`src/rtl/mbp_pkg.sv`:
```
/*
 Constants of the polling link: register map, fields, reset
 values, timing and the checksum step.
 Assumes a 100 MHz core clock.
*/
package mbp_pkg;
   localparam int CLK_HZ = 100_000_000;
   // Register byte offsets
   localparam logic [7:0] ADDR_CTRL = 8'h00;
   localparam logic [7:0] ADDR_CFG = 8'h04;
   localparam logic [7:0] ADDR_POLL = 8'h08;
   localparam logic [7:0] ADDR_BASE = 8'h0C;
   localparam logic [7:0] ADDR_STAT = 8'h10;
   localparam logic [7:0] ADDR_ACT = 8'h14;
   localparam logic [7:0] ADDR_VAR0 = 8'h20;
   // Control fields
   localparam int CTRL_MODE_BIT = 0;
   localparam int CTRL_APPLY_BIT = 1;
   // Settings word layout
   localparam int CFG_W = 21;
   localparam int CFG_ADDR_LSB = 0;
   localparam int CFG_BAUD_LSB = 8;
   localparam int CFG_DBITS_LSB = 11;
   localparam int CFG_PAR_LSB = 13;
   localparam int CFG_STOP_BIT = 15;
   localparam int CFG_CRC_BIT = 16;
   localparam int CFG_IDLE_LSB = 17;
   // Station 1, 9600, 8 data, even, 1 stop, low-high, 4 chars idle
   localparam logic [20:0] CFG_RESET = 21'h085B01;
   localparam logic [1:0] PAR_NONE = 2'h0;
   localparam logic [1:0] PAR_ODD = 2'h1;
   localparam logic [1:0] PAR_EVEN = 2'h2;
   localparam logic [7:0] POLL_RESET = 8'h03;
   localparam logic [15:0] BASE_RESET = 16'h0000;
   // Status fields
   localparam int STAT_ERR_BIT = 8;
   localparam int STAT_TMO_BIT = 9;
   localparam int STAT_BUSY_BIT = 12;
   localparam int STAT_MODE_BIT = 13;
   // Frame shape
   localparam int NUM_VARS = 6;
   localparam logic [3:0] REQ_LEN = 4'h8;
   localparam logic [3:0] REQ_CRC_POS = 4'h6;
   localparam logic [3:0] RSP_LEN = 4'h9;
   localparam logic [7:0] RSP_DATA_BYTES = 8'h04;
   localparam logic [15:0] REQ_QTY = 16'h0002;
   localparam logic [15:0] CRC_INIT = 16'hFFFF;
   localparam logic [15:0] CRC_POLY = 16'hA001;
   // Reply wait
   localparam int RESP_TIMEOUT_MS = 100;
   localparam int RESP_TIMEOUT_CYC_DEF = RESP_TIMEOUT_MS * (CLK_HZ / 1000);
   // Link state machine
   typedef enum logic [4:0] {
      ST_IDLE = 5'b00001,
      ST_GAP = 5'b00010,
      ST_SEND = 5'b00100,
      ST_WAIT = 5'b01000,
      ST_EVAL = 5'b10000
   } mbp_state_t;

   // Clock cycles per bit for each rate select
   function automatic logic [16:0] mbp_bit_cycles(input logic [2:0] sel);
      logic [16:0] r;
      r = 17'(CLK_HZ / 9600);
      unique case (sel)
         3'h0: r = 17'(CLK_HZ / 1200);
         3'h1: r = 17'(CLK_HZ / 2400);
         3'h2: r = 17'(CLK_HZ / 4800);
         3'h3: r = 17'(CLK_HZ / 9600);
         3'h4: r = 17'(CLK_HZ / 19200);
         3'h5: r = 17'(CLK_HZ / 38400);
         3'h6: r = 17'(CLK_HZ / 57600);
         3'h7: r = 17'(CLK_HZ / 115200);
      endcase
      return r;
   endfunction : mbp_bit_cycles

   // One byte of the reflected frame checksum
   function automatic logic [15:0] mbp_crc_step(input logic [15:0] c,
                                                input logic [7:0] b);
      logic [15:0] x;
      x = c ^ {8'h00, b};
      for (int i = 0; i < 8; i++)
      begin
         x = x[0] ? ((x >> 1) ^ CRC_POLY) : (x >> 1);
      end
      return x;
   endfunction : mbp_crc_step
endpackage : mbp_pkg

```
`src/rtl/mbp_char_io.sv`:
```
/*
 Asynchronous character transmitter and receiver with run-time
 data length, parity and stop count.
 Assumes the receive line is synchronous to the clock and idles high.
*/
`timescale 1ns/1ns
module mbp_char_io (
   input wire logic core_clk_i,
   input wire logic rst_i,
   input wire logic [16:0] bit_cyc_i,
   input wire logic [1:0] dbits_i,
   input wire logic [1:0] par_i,
   input wire logic stop2_i,
   input wire logic tx_start_i,
   input wire logic [7:0] tx_byte_i,
   output logic tx_busy_o,
   output logic tx_o,
   input wire logic rx_i,
   output logic rx_busy_o,
   output logic rx_strobe_o,
   output logic [7:0] rx_byte_o,
   output logic rx_err_o
);
   import mbp_pkg::*;

   // Parity bit for the low n data bits
   function automatic logic par_of(input logic [7:0] d,
                                   input logic [3:0] n,
                                   input logic [1:0] m);
      logic p;
      p = 1'b0;
      for (int i = 0; i < 8; i++)
      begin
         if (4'(i) < n)
            p = p ^ d[i];
      end
      return (m == PAR_ODD) ? ~p : p;
   endfunction : par_of

   logic [3:0] nbits;
   logic pe;
   logic [11:0] frame;
   logic [11:0] tx_sh_ff;
   logic [3:0] tx_left_ff;
   logic [16:0] tx_cyc_ff;
   logic rx_prev_ff;
   logic [16:0] rx_cyc_ff;
   logic [3:0] rx_pos_ff;
   logic [9:0] rx_bits_ff;
   logic [3:0] rx_last;

   assign nbits = 4'd5 + {2'b00, dbits_i};
   assign pe = (par_i != PAR_NONE);
   assign rx_last = nbits + {3'b000, pe} + 4'd1;

   // Start, data LSB first, optional parity, then stop ones
   always_comb
   begin
      frame = 12'hFFF;
      frame[0] = 1'b0;
      for (int i = 0; i < 8; i++)
      begin
         if (4'(i) < nbits)
            frame[i + 1] = tx_byte_i[i];
      end
      if (pe)
         frame[nbits + 4'd1] = par_of(tx_byte_i, nbits, par_i);
   end

   // Transmitter; the last stop bit is held a full period
   always_ff @(posedge core_clk_i or posedge rst_i)
   begin
      if (rst_i)
      begin
         tx_o <= 1'b1;
         tx_busy_o <= 1'b0;
         tx_sh_ff <= 12'hFFF;
         tx_left_ff <= 4'h0;
         tx_cyc_ff <= 17'h00000;
      end
      else if (!tx_busy_o)
      begin
         if (tx_start_i)
         begin
            tx_o <= frame[0];
            tx_sh_ff <= {1'b1, frame[11:1]};
            tx_left_ff <= rx_last + {3'b000, stop2_i};
            tx_cyc_ff <= bit_cyc_i - 17'h00001;
            tx_busy_o <= 1'b1;
         end
      end
      else if (tx_cyc_ff != 17'h00000)
         tx_cyc_ff <= tx_cyc_ff - 17'h00001;
      else if (tx_left_ff == 4'h0)
         tx_busy_o <= 1'b0;
      else
      begin
         tx_o <= tx_sh_ff[0];
         tx_sh_ff <= {1'b1, tx_sh_ff[11:1]};
         tx_left_ff <= tx_left_ff - 4'h1;
         tx_cyc_ff <= bit_cyc_i - 17'h00001;
      end
   end

   // Receiver samples mid-bit; only the first stop bit is checked
   always_ff @(posedge core_clk_i or posedge rst_i)
   begin
      if (rst_i)
      begin
         rx_prev_ff <= 1'b1;
         rx_busy_o <= 1'b0;
         rx_strobe_o <= 1'b0;
         rx_byte_o <= 8'h00;
         rx_err_o <= 1'b0;
         rx_cyc_ff <= 17'h00000;
         rx_pos_ff <= 4'h0;
         rx_bits_ff <= 10'h000;
      end
      else
      begin
         rx_prev_ff <= rx_i;
         rx_strobe_o <= 1'b0;
         if (!rx_busy_o)
         begin
            if (rx_prev_ff && !rx_i)
            begin
               rx_busy_o <= 1'b1;
               rx_pos_ff <= 4'h0;
               rx_cyc_ff <= {1'b0, bit_cyc_i[16:1]};
            end
         end
         else if (rx_cyc_ff != 17'h00000)
            rx_cyc_ff <= rx_cyc_ff - 17'h00001;
         else if (rx_pos_ff == 4'h0 && rx_i)
            rx_busy_o <= 1'b0; // Glitch, not a start bit
         else if (rx_pos_ff == rx_last)
         begin
            rx_busy_o <= 1'b0;
            rx_strobe_o <= 1'b1;
            rx_byte_o <= rx_bits_ff[7:0] & ~(8'hFF << nbits);
            rx_err_o <= !rx_i || (pe && (rx_bits_ff[nbits] !=
                        par_of(rx_bits_ff[7:0], nbits, par_i)));
         end
         else
         begin
            rx_bits_ff[rx_pos_ff] <= rx_i;
            rx_pos_ff <= rx_pos_ff + 4'h1;
            rx_cyc_ff <= bit_cyc_i - 17'h00001;
         end
      end
   end
endmodule : mbp_char_io

```
`src/rtl/mbp_poll_link.sv`:
```
/*
 Polling master of a serial field link with an AHB-Lite
 register slave. Reads two holding registers per variable, cycling
 over all variables in operating mode.
 Assumes a single AHB-Lite master, word transfers, one clock.
*/
// Functional notes
// RULE1 - In configuration mode no new request frame is started.
// RULE2 - Binary framing; this end requests, the board answers.
// RULE3 - Station address of every request configurable, default 1.
// RULE4 - Bit rate selectable, default 9600.
// RULE5 - Data bits five to eight, default 8.
// RULE6 - Parity none, odd or even; even after reset.
// RULE7 - Checksum byte order selectable; default low byte first.
// RULE8 - Applied settings are used for all later exchanges.
// RULE9 - Stored settings take effect only between transactions.
// RULE10 - The board must match every setting for traffic to work.
// RULE11 - Operating mode polls all variables over and over.
// RULE12 - One or two stop bits, one by default.
// RULE13 - Frame end is a line-idle time in characters, configurable.
`timescale 1ns/1ns
module mbp_poll_link #(
   parameter int RESP_TIMEOUT_CYC = mbp_pkg::RESP_TIMEOUT_CYC_DEF,
   parameter int NUM_VARS = mbp_pkg::NUM_VARS
) (
   input wire logic core_clk_i,
   input wire logic rst_i,
   input wire logic hsel_i,
   input wire logic [31:0] haddr_i,
   input wire logic [1:0] htrans_i,
   input wire logic hwrite_i,
   input wire logic [2:0] hsize_i,
   input wire logic [31:0] hwdata_i,
   input wire logic hready_i,
   output logic [31:0] hrdata_o,
   output logic hreadyout_o,
   output logic hresp_o,
   input wire logic ser_rx_i,
   output logic ser_tx_o,
   output logic ser_txen_o
);
   import mbp_pkg::*;

   if (NUM_VARS < 1 || NUM_VARS > 8)
      $error("NUM_VARS must be 1 to 8");
   if (RESP_TIMEOUT_CYC < 1)
      $error("RESP_TIMEOUT_CYC must be positive");

   mbp_state_t state_ff;
   mbp_state_t nxt_state;
   logic wr_pend_ff;
   logic [7:0] wa_ff;
   logic mode_ff;
   logic [CFG_W-1:0] cfg_stage_ff;
   logic [CFG_W-1:0] cfg_store_ff;
   logic [CFG_W-1:0] cfg_act_ff;
   logic [7:0] func_ff;
   logic [15:0] base_ff;
   logic [NUM_VARS-1:0] fresh_ff;
   logic err_ff;
   logic tmo_ff;
   logic [31:0] var_ff [NUM_VARS];
   logic [2:0] vidx_ff;
   logic [3:0] bidx_ff;
   logic [15:0] tcrc_ff;
   logic tx_start_ff;
   logic [33:0] quiet_ff;
   logic [31:0] timer_ff;
   logic [3:0] rcnt_ff;
   logic [7:0] l1_ff;
   logic [7:0] l2_ff;
   logic [15:0] rcrc_ff;
   logic [7:0] raddr_ff;
   logic [7:0] rfunc_ff;
   logic [7:0] rbc_ff;
   logic [31:0] rdata_ff;
   logic rerr_ff;
   logic [31:0] rd_mux;
   logic [7:0] req_byte;
   logic [15:0] reg_addr;
   logic [33:0] idle_cyc;
   logic [3:0] char_bits;
   logic [3:0] idle_chars;
   logic wr_ctrl;
   logic wr_stat;
   logic tx_busy;
   logic rx_busy;
   logic rx_strobe;
   logic [7:0] rx_byte;
   logic rx_err;
   logic crc_ok;
   logic rsp_good;
   logic stored_ok;

   // Register slave: zero wait states, read data set up in address phase
   always_ff @(posedge core_clk_i or posedge rst_i)
   begin
      if (rst_i)
      begin
         wr_pend_ff <= 1'b0;
         wa_ff <= 8'h00;
         hrdata_o <= 32'h00000000;
         hreadyout_o <= 1'b0;
         hresp_o <= 1'b0;
      end
      else
      begin
         hreadyout_o <= 1'b1;
         hresp_o <= 1'b0; // Always OKAY, unmapped reads give zero
         wr_pend_ff <= hsel_i && htrans_i[1] && hready_i && hwrite_i;
         if (hsel_i && htrans_i[1] && hready_i)
         begin
            wa_ff <= haddr_i[7:0];
            if (!hwrite_i)
               hrdata_o <= rd_mux;
         end
      end
   end

   // Read decode
   always_comb
   begin
      rd_mux = 32'h00000000;
      if (haddr_i[31:8] == 24'h000000)
      begin
         unique case (haddr_i[7:0])
            ADDR_CTRL: rd_mux[CTRL_MODE_BIT] = mode_ff;
            ADDR_CFG: rd_mux[CFG_W-1:0] = cfg_stage_ff;
            ADDR_POLL: rd_mux[7:0] = func_ff;
            ADDR_BASE: rd_mux[15:0] = base_ff;
            ADDR_STAT:
            begin
               rd_mux[NUM_VARS-1:0] = fresh_ff;
               rd_mux[STAT_ERR_BIT] = err_ff;
               rd_mux[STAT_TMO_BIT] = tmo_ff;
               rd_mux[STAT_BUSY_BIT] = (state_ff != ST_IDLE);
               rd_mux[STAT_MODE_BIT] = mode_ff;
            end
            ADDR_ACT: rd_mux[CFG_W-1:0] = cfg_act_ff;
            default:
            begin
               for (int n = 0; n < NUM_VARS; n++)
               begin
                  if (haddr_i[7:0] == ADDR_VAR0 + 8'(4 * n))
                     rd_mux = var_ff[n];
               end
            end
         endcase
      end
   end

   assign wr_ctrl = wr_pend_ff && (wa_ff == ADDR_CTRL);
   assign wr_stat = wr_pend_ff && (wa_ff == ADDR_STAT);

   // Software settings; a CFG write only stages, Apply stores
   always_ff @(posedge core_clk_i or posedge rst_i)
   begin
      if (rst_i)
      begin
         mode_ff <= 1'b0;
         cfg_stage_ff <= CFG_RESET;
         cfg_store_ff <= CFG_RESET;
         func_ff <= POLL_RESET;
         base_ff <= BASE_RESET;
      end
      else if (wr_pend_ff)
      begin
         if (wr_ctrl)
            mode_ff <= hwdata_i[CTRL_MODE_BIT];
         if (wr_ctrl && hwdata_i[CTRL_APPLY_BIT])
            cfg_store_ff <= cfg_stage_ff; // [RULE8]
         if (wa_ff == ADDR_CFG)
            cfg_stage_ff <= hwdata_i[CFG_W-1:0];
         if (wa_ff == ADDR_POLL)
            func_ff <= hwdata_i[7:0];
         if (wa_ff == ADDR_BASE)
            base_ff <= hwdata_i[15:0];
      end
   end

   // Stored settings go live only between transactions, never
   // splitting a frame
   always_ff @(posedge core_clk_i or posedge rst_i)
   begin
      if (rst_i)
         cfg_act_ff <= CFG_RESET;
      else if (state_ff == ST_IDLE)
         cfg_act_ff <= cfg_store_ff; // [RULE8] [RULE9]
   end

   // Silence length in clocks
   assign idle_chars = (cfg_act_ff[CFG_IDLE_LSB +: 4] == 4'h0) ? 4'h1 :
                       cfg_act_ff[CFG_IDLE_LSB +: 4]; // [RULE13]
   assign char_bits = 4'd7 + {2'b00, cfg_act_ff[CFG_DBITS_LSB +: 2]} +
                      {3'b000, cfg_act_ff[CFG_PAR_LSB +: 2] != PAR_NONE} +
                      {3'b000, cfg_act_ff[CFG_STOP_BIT]};
   assign idle_cyc = 34'(idle_chars * char_bits *
                     mbp_bit_cycles(cfg_act_ff[CFG_BAUD_LSB +: 3]));

   // Request bytes in send order
   assign reg_addr = base_ff + {12'h000, vidx_ff, 1'b0};
   always_comb
   begin
      unique case (bidx_ff)
         4'h0: req_byte = cfg_act_ff[CFG_ADDR_LSB +: 8]; // [RULE3]
         4'h1: req_byte = func_ff;
         4'h2: req_byte = reg_addr[15:8];
         4'h3: req_byte = reg_addr[7:0];
         4'h4: req_byte = REQ_QTY[15:8];
         4'h5: req_byte = REQ_QTY[7:0];
         4'h6: req_byte = cfg_act_ff[CFG_CRC_BIT] ? tcrc_ff[15:8] :
                          tcrc_ff[7:0]; // [RULE7]
         default: req_byte = cfg_act_ff[CFG_CRC_BIT] ? tcrc_ff[7:0] :
                             tcrc_ff[15:8]; // [RULE7]
      endcase
   end

   // Link sequencer
   always_comb
   begin
      nxt_state = state_ff;
      unique case (state_ff)
         ST_IDLE:
            if (mode_ff)
               nxt_state = ST_GAP; // [RULE1] [RULE11]
         ST_GAP:
            if (!mode_ff)
               nxt_state = ST_IDLE; // [RULE1]
            else if (quiet_ff >= idle_cyc)
               nxt_state = ST_SEND;
         ST_SEND:
            if (bidx_ff == REQ_LEN && !tx_busy && !tx_start_ff)
               nxt_state = ST_WAIT;
         ST_WAIT:
            if (rcnt_ff != 4'h0 && quiet_ff >= idle_cyc)
               nxt_state = ST_EVAL; // [RULE13]
            else if (rcnt_ff == 4'h0 && timer_ff >= 32'(RESP_TIMEOUT_CYC))
               nxt_state = ST_IDLE;
         ST_EVAL:
            nxt_state = ST_IDLE;
      endcase
   end

   always_ff @(posedge core_clk_i or posedge rst_i)
   begin
      if (rst_i)
         state_ff <= ST_IDLE;
      else
         state_ff <= nxt_state;
   end

   // Byte feed; index and checksum step as the engine takes a byte
   always_ff @(posedge core_clk_i or posedge rst_i)
   begin
      if (rst_i)
      begin
         bidx_ff <= 4'h0;
         tcrc_ff <= CRC_INIT;
         tx_start_ff <= 1'b0;
         ser_txen_o <= 1'b0;
      end
      else
      begin
         tx_start_ff <= 1'b0;
         ser_txen_o <= (state_ff == ST_SEND);
         if (state_ff == ST_GAP)
         begin
            bidx_ff <= 4'h0;
            tcrc_ff <= CRC_INIT;
         end
         else if (state_ff == ST_SEND && bidx_ff != REQ_LEN &&
                  !tx_busy && !tx_start_ff)
            tx_start_ff <= 1'b1; // [RULE2]
         else if (tx_start_ff)
         begin
            bidx_ff <= bidx_ff + 4'h1;
            if (bidx_ff < REQ_CRC_POS)
               tcrc_ff <= mbp_crc_step(tcrc_ff, req_byte);
         end
      end
   end

   // Line silence and reply timers
   always_ff @(posedge core_clk_i or posedge rst_i)
   begin
      if (rst_i)
      begin
         quiet_ff <= 34'h000000000;
         timer_ff <= 32'h00000000;
      end
      else
      begin
         if (rx_busy || rx_strobe || state_ff == ST_SEND)
            quiet_ff <= 34'h000000000;
         else if (quiet_ff < idle_cyc)
            quiet_ff <= quiet_ff + 34'h000000001;
         if (state_ff != ST_WAIT)
            timer_ff <= 32'h00000000;
         else if (timer_ff < 32'(RESP_TIMEOUT_CYC))
            timer_ff <= timer_ff + 32'h00000001;
      end
   end

   // Reply capture; checksum runs two bytes behind the newest
   always_ff @(posedge core_clk_i or posedge rst_i)
   begin
      if (rst_i)
      begin
         rcnt_ff <= 4'h0;
         l1_ff <= 8'h00;
         l2_ff <= 8'h00;
         rcrc_ff <= CRC_INIT;
         raddr_ff <= 8'h00;
         rfunc_ff <= 8'h00;
         rbc_ff <= 8'h00;
         rdata_ff <= 32'h00000000;
         rerr_ff <= 1'b0;
      end
      else if (state_ff != ST_WAIT)
      begin
         rcnt_ff <= 4'h0;
         rcrc_ff <= CRC_INIT;
         rerr_ff <= 1'b0;
      end
      else if (rx_strobe)
      begin
         if (rcnt_ff != 4'hF)
            rcnt_ff <= rcnt_ff + 4'h1;
         l1_ff <= rx_byte;
         l2_ff <= l1_ff;
         if (rcnt_ff >= 4'h2)
            rcrc_ff <= mbp_crc_step(rcrc_ff, l2_ff);
         if (rx_err)
            rerr_ff <= 1'b1; // [RULE5] [RULE6] [RULE12]
         unique case (rcnt_ff)
            4'h0: raddr_ff <= rx_byte;
            4'h1: rfunc_ff <= rx_byte;
            4'h2: rbc_ff <= rx_byte;
            4'h3, 4'h4, 4'h5, 4'h6: rdata_ff <= {rdata_ff[23:0], rx_byte};
            default: rerr_ff <= rerr_ff;
         endcase
      end
   end

   // Low-high order: the last byte is the high half
   assign crc_ok = cfg_act_ff[CFG_CRC_BIT] ?
                   (rcrc_ff == {l2_ff, l1_ff}) :
                   (rcrc_ff == {l1_ff, l2_ff}); // [RULE7]
   assign rsp_good = crc_ok && !rerr_ff && rcnt_ff == RSP_LEN &&
                     raddr_ff == cfg_act_ff[CFG_ADDR_LSB +: 8] &&
                     rfunc_ff == func_ff && rbc_ff == RSP_DATA_BYTES;
   assign stored_ok = (state_ff == ST_EVAL) && rsp_good;

   // Variable index steps after every reply or timeout
   always_ff @(posedge core_clk_i or posedge rst_i)
   begin
      if (rst_i)
         vidx_ff <= 3'h0;
      else if (state_ff == ST_EVAL || (state_ff == ST_WAIT &&
               nxt_state == ST_IDLE))
         vidx_ff <= (vidx_ff == 3'(NUM_VARS - 1)) ? 3'h0 :
                    vidx_ff + 3'h1; // [RULE11]
   end

   // Value store and sticky flags; a new event beats a clear
   generate
      for (genvar n = 0; n < NUM_VARS; n++)
      begin : g_var
         always_ff @(posedge core_clk_i or posedge rst_i)
         begin
            if (rst_i)
            begin
               var_ff[n] <= 32'h00000000;
               fresh_ff[n] <= 1'b0;
            end
            else if (stored_ok && vidx_ff == 3'(n))
            begin
               var_ff[n] <= rdata_ff;
               fresh_ff[n] <= 1'b1;
            end
            else if (wr_stat && hwdata_i[n])
               fresh_ff[n] <= 1'b0;
         end
      end
   endgenerate

   always_ff @(posedge core_clk_i or posedge rst_i)
   begin
      if (rst_i)
      begin
         err_ff <= 1'b0;
         tmo_ff <= 1'b0;
      end
      else
      begin
         if (state_ff == ST_EVAL && !rsp_good)
            err_ff <= 1'b1;
         else if (wr_stat && hwdata_i[STAT_ERR_BIT])
            err_ff <= 1'b0;
         if (state_ff == ST_WAIT && nxt_state == ST_IDLE)
            tmo_ff <= 1'b1;
         else if (wr_stat && hwdata_i[STAT_TMO_BIT])
            tmo_ff <= 1'b0;
      end
   end

   // Character engine runs on the applied format only
   mbp_char_io u_char (
      .core_clk_i(core_clk_i),
      .rst_i(rst_i),
      .bit_cyc_i(mbp_bit_cycles(cfg_act_ff[CFG_BAUD_LSB +: 3])), // [RULE4]
      .dbits_i(cfg_act_ff[CFG_DBITS_LSB +: 2]), // [RULE5]
      .par_i(cfg_act_ff[CFG_PAR_LSB +: 2]), // [RULE6]
      .stop2_i(cfg_act_ff[CFG_STOP_BIT]), // [RULE12]
      .tx_start_i(tx_start_ff),
      .tx_byte_i(req_byte),
      .tx_busy_o(tx_busy),
      .tx_o(ser_tx_o),
      .rx_i(ser_rx_i),
      .rx_busy_o(rx_busy),
      .rx_strobe_o(rx_strobe),
      .rx_byte_o(rx_byte),
      .rx_err_o(rx_err)
   );
endmodule : mbp_poll_link

```
`config.mk`:
```
export PLATFORM = sky130hd
export DESIGN_NAME = mbp_poll_link
export DESIGN_NICKNAME = d
export VERILOG_FILES = /design/src/rtl/mbp_pkg.sv /design/src/rtl/mbp_char_io.sv /design/src/rtl/mbp_poll_link.sv
export SDC_FILE = /design/constraint.sdc
export NUM_CORES = 2
export LEC_CHECK = 0
export BUFFER_PORTS_ARGS = -buffer_cell sky130_fd_sc_hd__buf_4
export CAP_MARGIN = 20
export CORE_UTILIZATION = 52
export DETAILED_ROUTE_END_ITERATION = 16
export GPL_TIMING_DRIVEN = 0
export PLACE_DENSITY = 0.71
export REMOVE_ABC_BUFFERS = 1
export SLEW_MARGIN = 0
export SYNTH_ARGS = -nofsm -noshare
export SYNTH_HDL_FRONTEND = slang
export SYNTH_SLANG_ARGS = --single-unit
```
`constraint.sdc`:
```
create_clock -name core_clk_i -period 17.6 [get_ports core_clk_i]
set_input_delay 1.76 -clock core_clk_i [delete_from_list [all_inputs] [get_ports core_clk_i]]
set_output_delay 1.76 -clock core_clk_i [all_outputs]
set_load 0.05 [all_outputs]
```
==> flow_summary.toml <==
[route]
post_drt_wl_per_cell_um = 21.2
drtIter0Drc = 2161
detail_route.drc_violations = 0
drt_wl_total_mm = 86.5
drt_first_pass_iters = 9
route.vias.total = 24700
avgViaCountPerCell = 6.06
ant_nets = 0

[timing]
timing.hold.ws_ns = 0.471
rsz0062_at_grt = "false"
final.setup_skew_ns = 0.0378
slew_headroom_pct = 18.7
finalMaxSlewViolations = 0
fmax_mhz = 87.3
setup_viol_count_final = 0
hold_viol_final = 0
tightestPinTransition_ns = 1.21
period_needed_ns = 11.45
min_period_over_period_pct = 65.0

[clock_network]
cts_tree = "done"
cts_post_setup_buffers_inserted = 0
htree_levels = 3
clk_transition_reported_paths_ns = 0.06
cts.repair.resized = 0
clock_sink_count = 596
numCtsBuffers = 66
clock_insertion_delay_worst_skew_ns = 0.62
clockRootBuffer = "sky130_fd_sc_hd__clkbuf_16"
post_cts_hold_buffer_count = 0
clockBufferDepth = 3

[setup_path]
cp_common_cell = "sky130_fd_sc_hd__fa_1"
setup.worst_path.end = "quiet_ff[23]"
worstPathRequired_ns = 18.06
ff2ff_path_depth = 37
critical_path_slowest_stage_cell = "sky130_fd_sc_hd__xnor2_2"
reg2reg_from = "cfg_act_ff[13]"
cp-start-kind = "flip-flop"
critPathMaxStageDelay_ns = 0.76
worstPathArrival_ns = 11.90
timing.critical_path.fanout_max = 15
cp_class = "flip-flop to flip-flop"
startpoint = "cfg_act_ff[13]"
critical_path.endpoint_type = "flip-flop"
setup.reg_to_reg.worst_slack_ns = 6.15
timing.rr.end = "quiet_ff[23]"

[synth]
proportion_of_netlist_area_held_by_the_largest_area_contributor_pct = 39.3
synth_xor_xnor_area_share_pct = 4.76
post_synth_and_or_nand_nor_area_fraction_pct = 13.0
postSynthRegisterBits = 596
synth_common_cells = "sky130_fd_sc_hd__dfrtp_1 (527), sky130_fd_sc_hd__mux2_2 (361), sky130_fd_sc_hd__nand2_1 (293)"
synth.largest_area_cell = "sky130_fd_sc_hd__dfrtp_1"
synth_top_cells_by_area = "sky130_fd_sc_hd__dfrtp_1 (39%), sky130_fd_sc_hd__mux2_2 (12%), sky130_fd_sc_hd__fa_1 (5.8%)"
synthesis.area_per_instance_sq_um = 10.8
synth_top_family_by_area = "simple AND/OR/NAND/NOR gates"
synth_cells = 3107
seq_area_frac_synth_pct = 44.7
synth_flop_cell = "sky130_fd_sc_hd__dfrtp_1"
synth_cell_type_count = 91
yosysWarningCount = 0
synthMostInstantiatedCell = "sky130_fd_sc_hd__dfrtp_1"
area_share_of_fa_ha_maj_cells_after_synthesis_pct = 10.4
synth_compound_gate_area_share_pct = 10.6
synth.area.mux_share_pct = 12.9
syn-cell-area_sq_um = 33600
synth_edf_count = 0
async_flop_share_pct = 100

[floorplan]
boundaryPins = 111
die_w_um = 256
core_sq_um = 63400
initial_utilization_pct = 53.0
floorplan.die_area_sq_um = 65600
die_h_um = 256
floorplan.rows = 92

[grt]
grt_pass1_vias = 25200
track_usage_pct = 26.5
gr-total-overflow = 0
grt_first_pass_wirelength_mm = 139
grt_max_degree = 133
number_of_antenna_violations_at_the_first_check_in_global_routing = 1

[cells_and_area]
number_of_antenna_diodes = 0
layout.filler_cells = 5003
finish.cell_count_without_fillers = 4085
flow.area_growth_from_synthesis_pct = 12.9
multi_input_comb_area_sq_um = 17500
nets = 3484
drive_gt1_share_pct = 22.6
seqCellArea_sq_um = 15000

[placed_design]
detailedPlacementHpwl_mm = 61.5
placed_cell_count = 3962
gp_congestion = 0.902
io_buffers = 94

[outcome]
run_status = "completed"

[pwr]
cellLeakagePower_nw = 18.0
vdd.ir_drop.worst_uv = 80.6
power_density_nw_per_um2 = 80.4
power.total_w = 0.00305

[hold_path]
timing.hold.worst.start = "u_char.tx_sh_ff[7]"
tightest_hold_check_type = "flip-flop to flip-flop"

[job]
cap_violations = 0
-- where the power goes --
part	leakage [nW]	switching, W	internal, W
Combinational	8.94	0.000131	0.0000891
Sequential	7.94	0.0000365	0.00140
Clock	1.07	0.000577	0.000814
Total	18.0	0.000744	0.00230
-- worst max-delay path, delay by kind of cell, from the launching register on --
family	cells	cell delay, ns
and+or+nand+nor	6	1.59
xor gates and xnor gates	4	1.42
adders and majority gates	11	4.80
AOI/OAI and AO/OA	12	2.70
DFF	1	0.47
buffers and inverters	4	0.29
-- cell families after synthesis --
kind of cell | count (synthesis)
xor gates and xnor gates | 177
AOI/OAI and AO/OA | 502
and+or+nand+nor | 914
adders and majority gates | 221
buffers and inverters | 308
DFF | 596
muxes | 387
other | 2
-- registers in the layout, summed over array words and instances, names as in the netlist, 10 cells and up --
name,count
hrdata_o,32
u_char.tx_cyc_ff,17
var_ff,192
tcrc_ff,16
cfg_act_ff,21
rcrc_ff,16
cfg_store_ff,21
timer_ff,32
u_char.rx_cyc_ff,17
quiet_ff,34
u_char.rx_bits_ff,10
rdata_ff,32
base_ff,16
cfg_stage_ff,21
u_char.tx_sh_ff,11
-- metrics by stage --
step / area, sq um / util [%] / TNS, ns / setup WS, ns
finish: 37900 / 59.8 / 0 / 6.15
global route: 37900 / 59.8 / 0 / 5.37
CTS: 37900 / 59.7 / 0 / 5.54
detailed placement: 35700 / 56.2 / 0 / 5.58
global placement: 34800 / 54.9 / -3190.32 / -6.13
floorplan: 33100 / - / -383.28 / -0.727
-- layer usage --
| layer | GRT usage [%] | share of wire [%] | up-vias |
|---|---|---|---|
| met5 | 0 | 0.012 | - |
| met4 | 9.50 | 3.3 | 2 |
| met3 | 3.55 | 5.5 | 174 |
| met2 | 45.1 | 50 | 751 |
| met1 | 34.6 | 41 | 12700 |
| li1 | - | - | 11200 |
-- how the worst min path moves through the flow --
stage | to | slack, ns | cells past startpoint
finish | u_char.tx_sh_ff[7] | 0.47 | 2
global placement | fresh_ff[5] | 0.46 | 2
global route | timer_ff[24] | 0.50 | 1
CTS | u_char.tx_sh_ff[7] | 0.47 | 2
floorplan | fresh_ff[1] | 0.44 | 2
detailed placement | fresh_ff[0] | 0.46 | 2
-- layout by cell type (no fill, tap or decap), types with 18 or more instances in the layout --
master	count
sky130_fd_sc_hd__a21oi_1	89
sky130_fd_sc_hd__xor2_1	84
sky130_fd_sc_hd__nor3_1	35
sky130_fd_sc_hd__a22o_1	26
sky130_fd_sc_hd__buf_4	113
sky130_fd_sc_hd__a221oi_1	29
sky130_fd_sc_hd__ha_1	124
sky130_fd_sc_hd__and3_1	22
sky130_fd_sc_hd__fa_1	97
sky130_fd_sc_hd__nor2_1	234
sky130_fd_sc_hd__xnor2_1	88
sky130_fd_sc_hd__nor4_1	26
sky130_fd_sc_hd__mux2_2	361
sky130_fd_sc_hd__nand2_1	290
sky130_fd_sc_hd__and2_1	41
sky130_fd_sc_hd__o21ai_0	97
sky130_fd_sc_hd__dfstp_2	69
sky130_fd_sc_hd__a21o_1	22
sky130_fd_sc_hd__nand4_1	32
sky130_fd_sc_hd__dfrtp_1	526
sky130_fd_sc_hd__nand3_1	81
sky130_fd_sc_hd__inv_1	173
sky130_fd_sc_hd__a222oi_1	36
sky130_fd_sc_hd__nor2b_1	29
sky130_fd_sc_hd__a22oi_1	48
sky130_fd_sc_hd__mux2i_1	23
sky130_fd_sc_hd__clkbuf_16	67
sky130_fd_sc_hd__or3_1	18
sky130_fd_sc_hd__o211ai_1	25
-- final cells by class --
cell class | instances | share of cell area (%)
well taps | 846 | 2.79
flip-flops and latches | 596 | 39.6
clock buffers | 93 | 4.94
inverters | 177 | 1.77
clock inverters | 26 | 0.871
multi-input cells | 2203 | 46.2
repair buffers | 144 | 3.90
No activity file was read; power rests on OpenSTA's default activity.
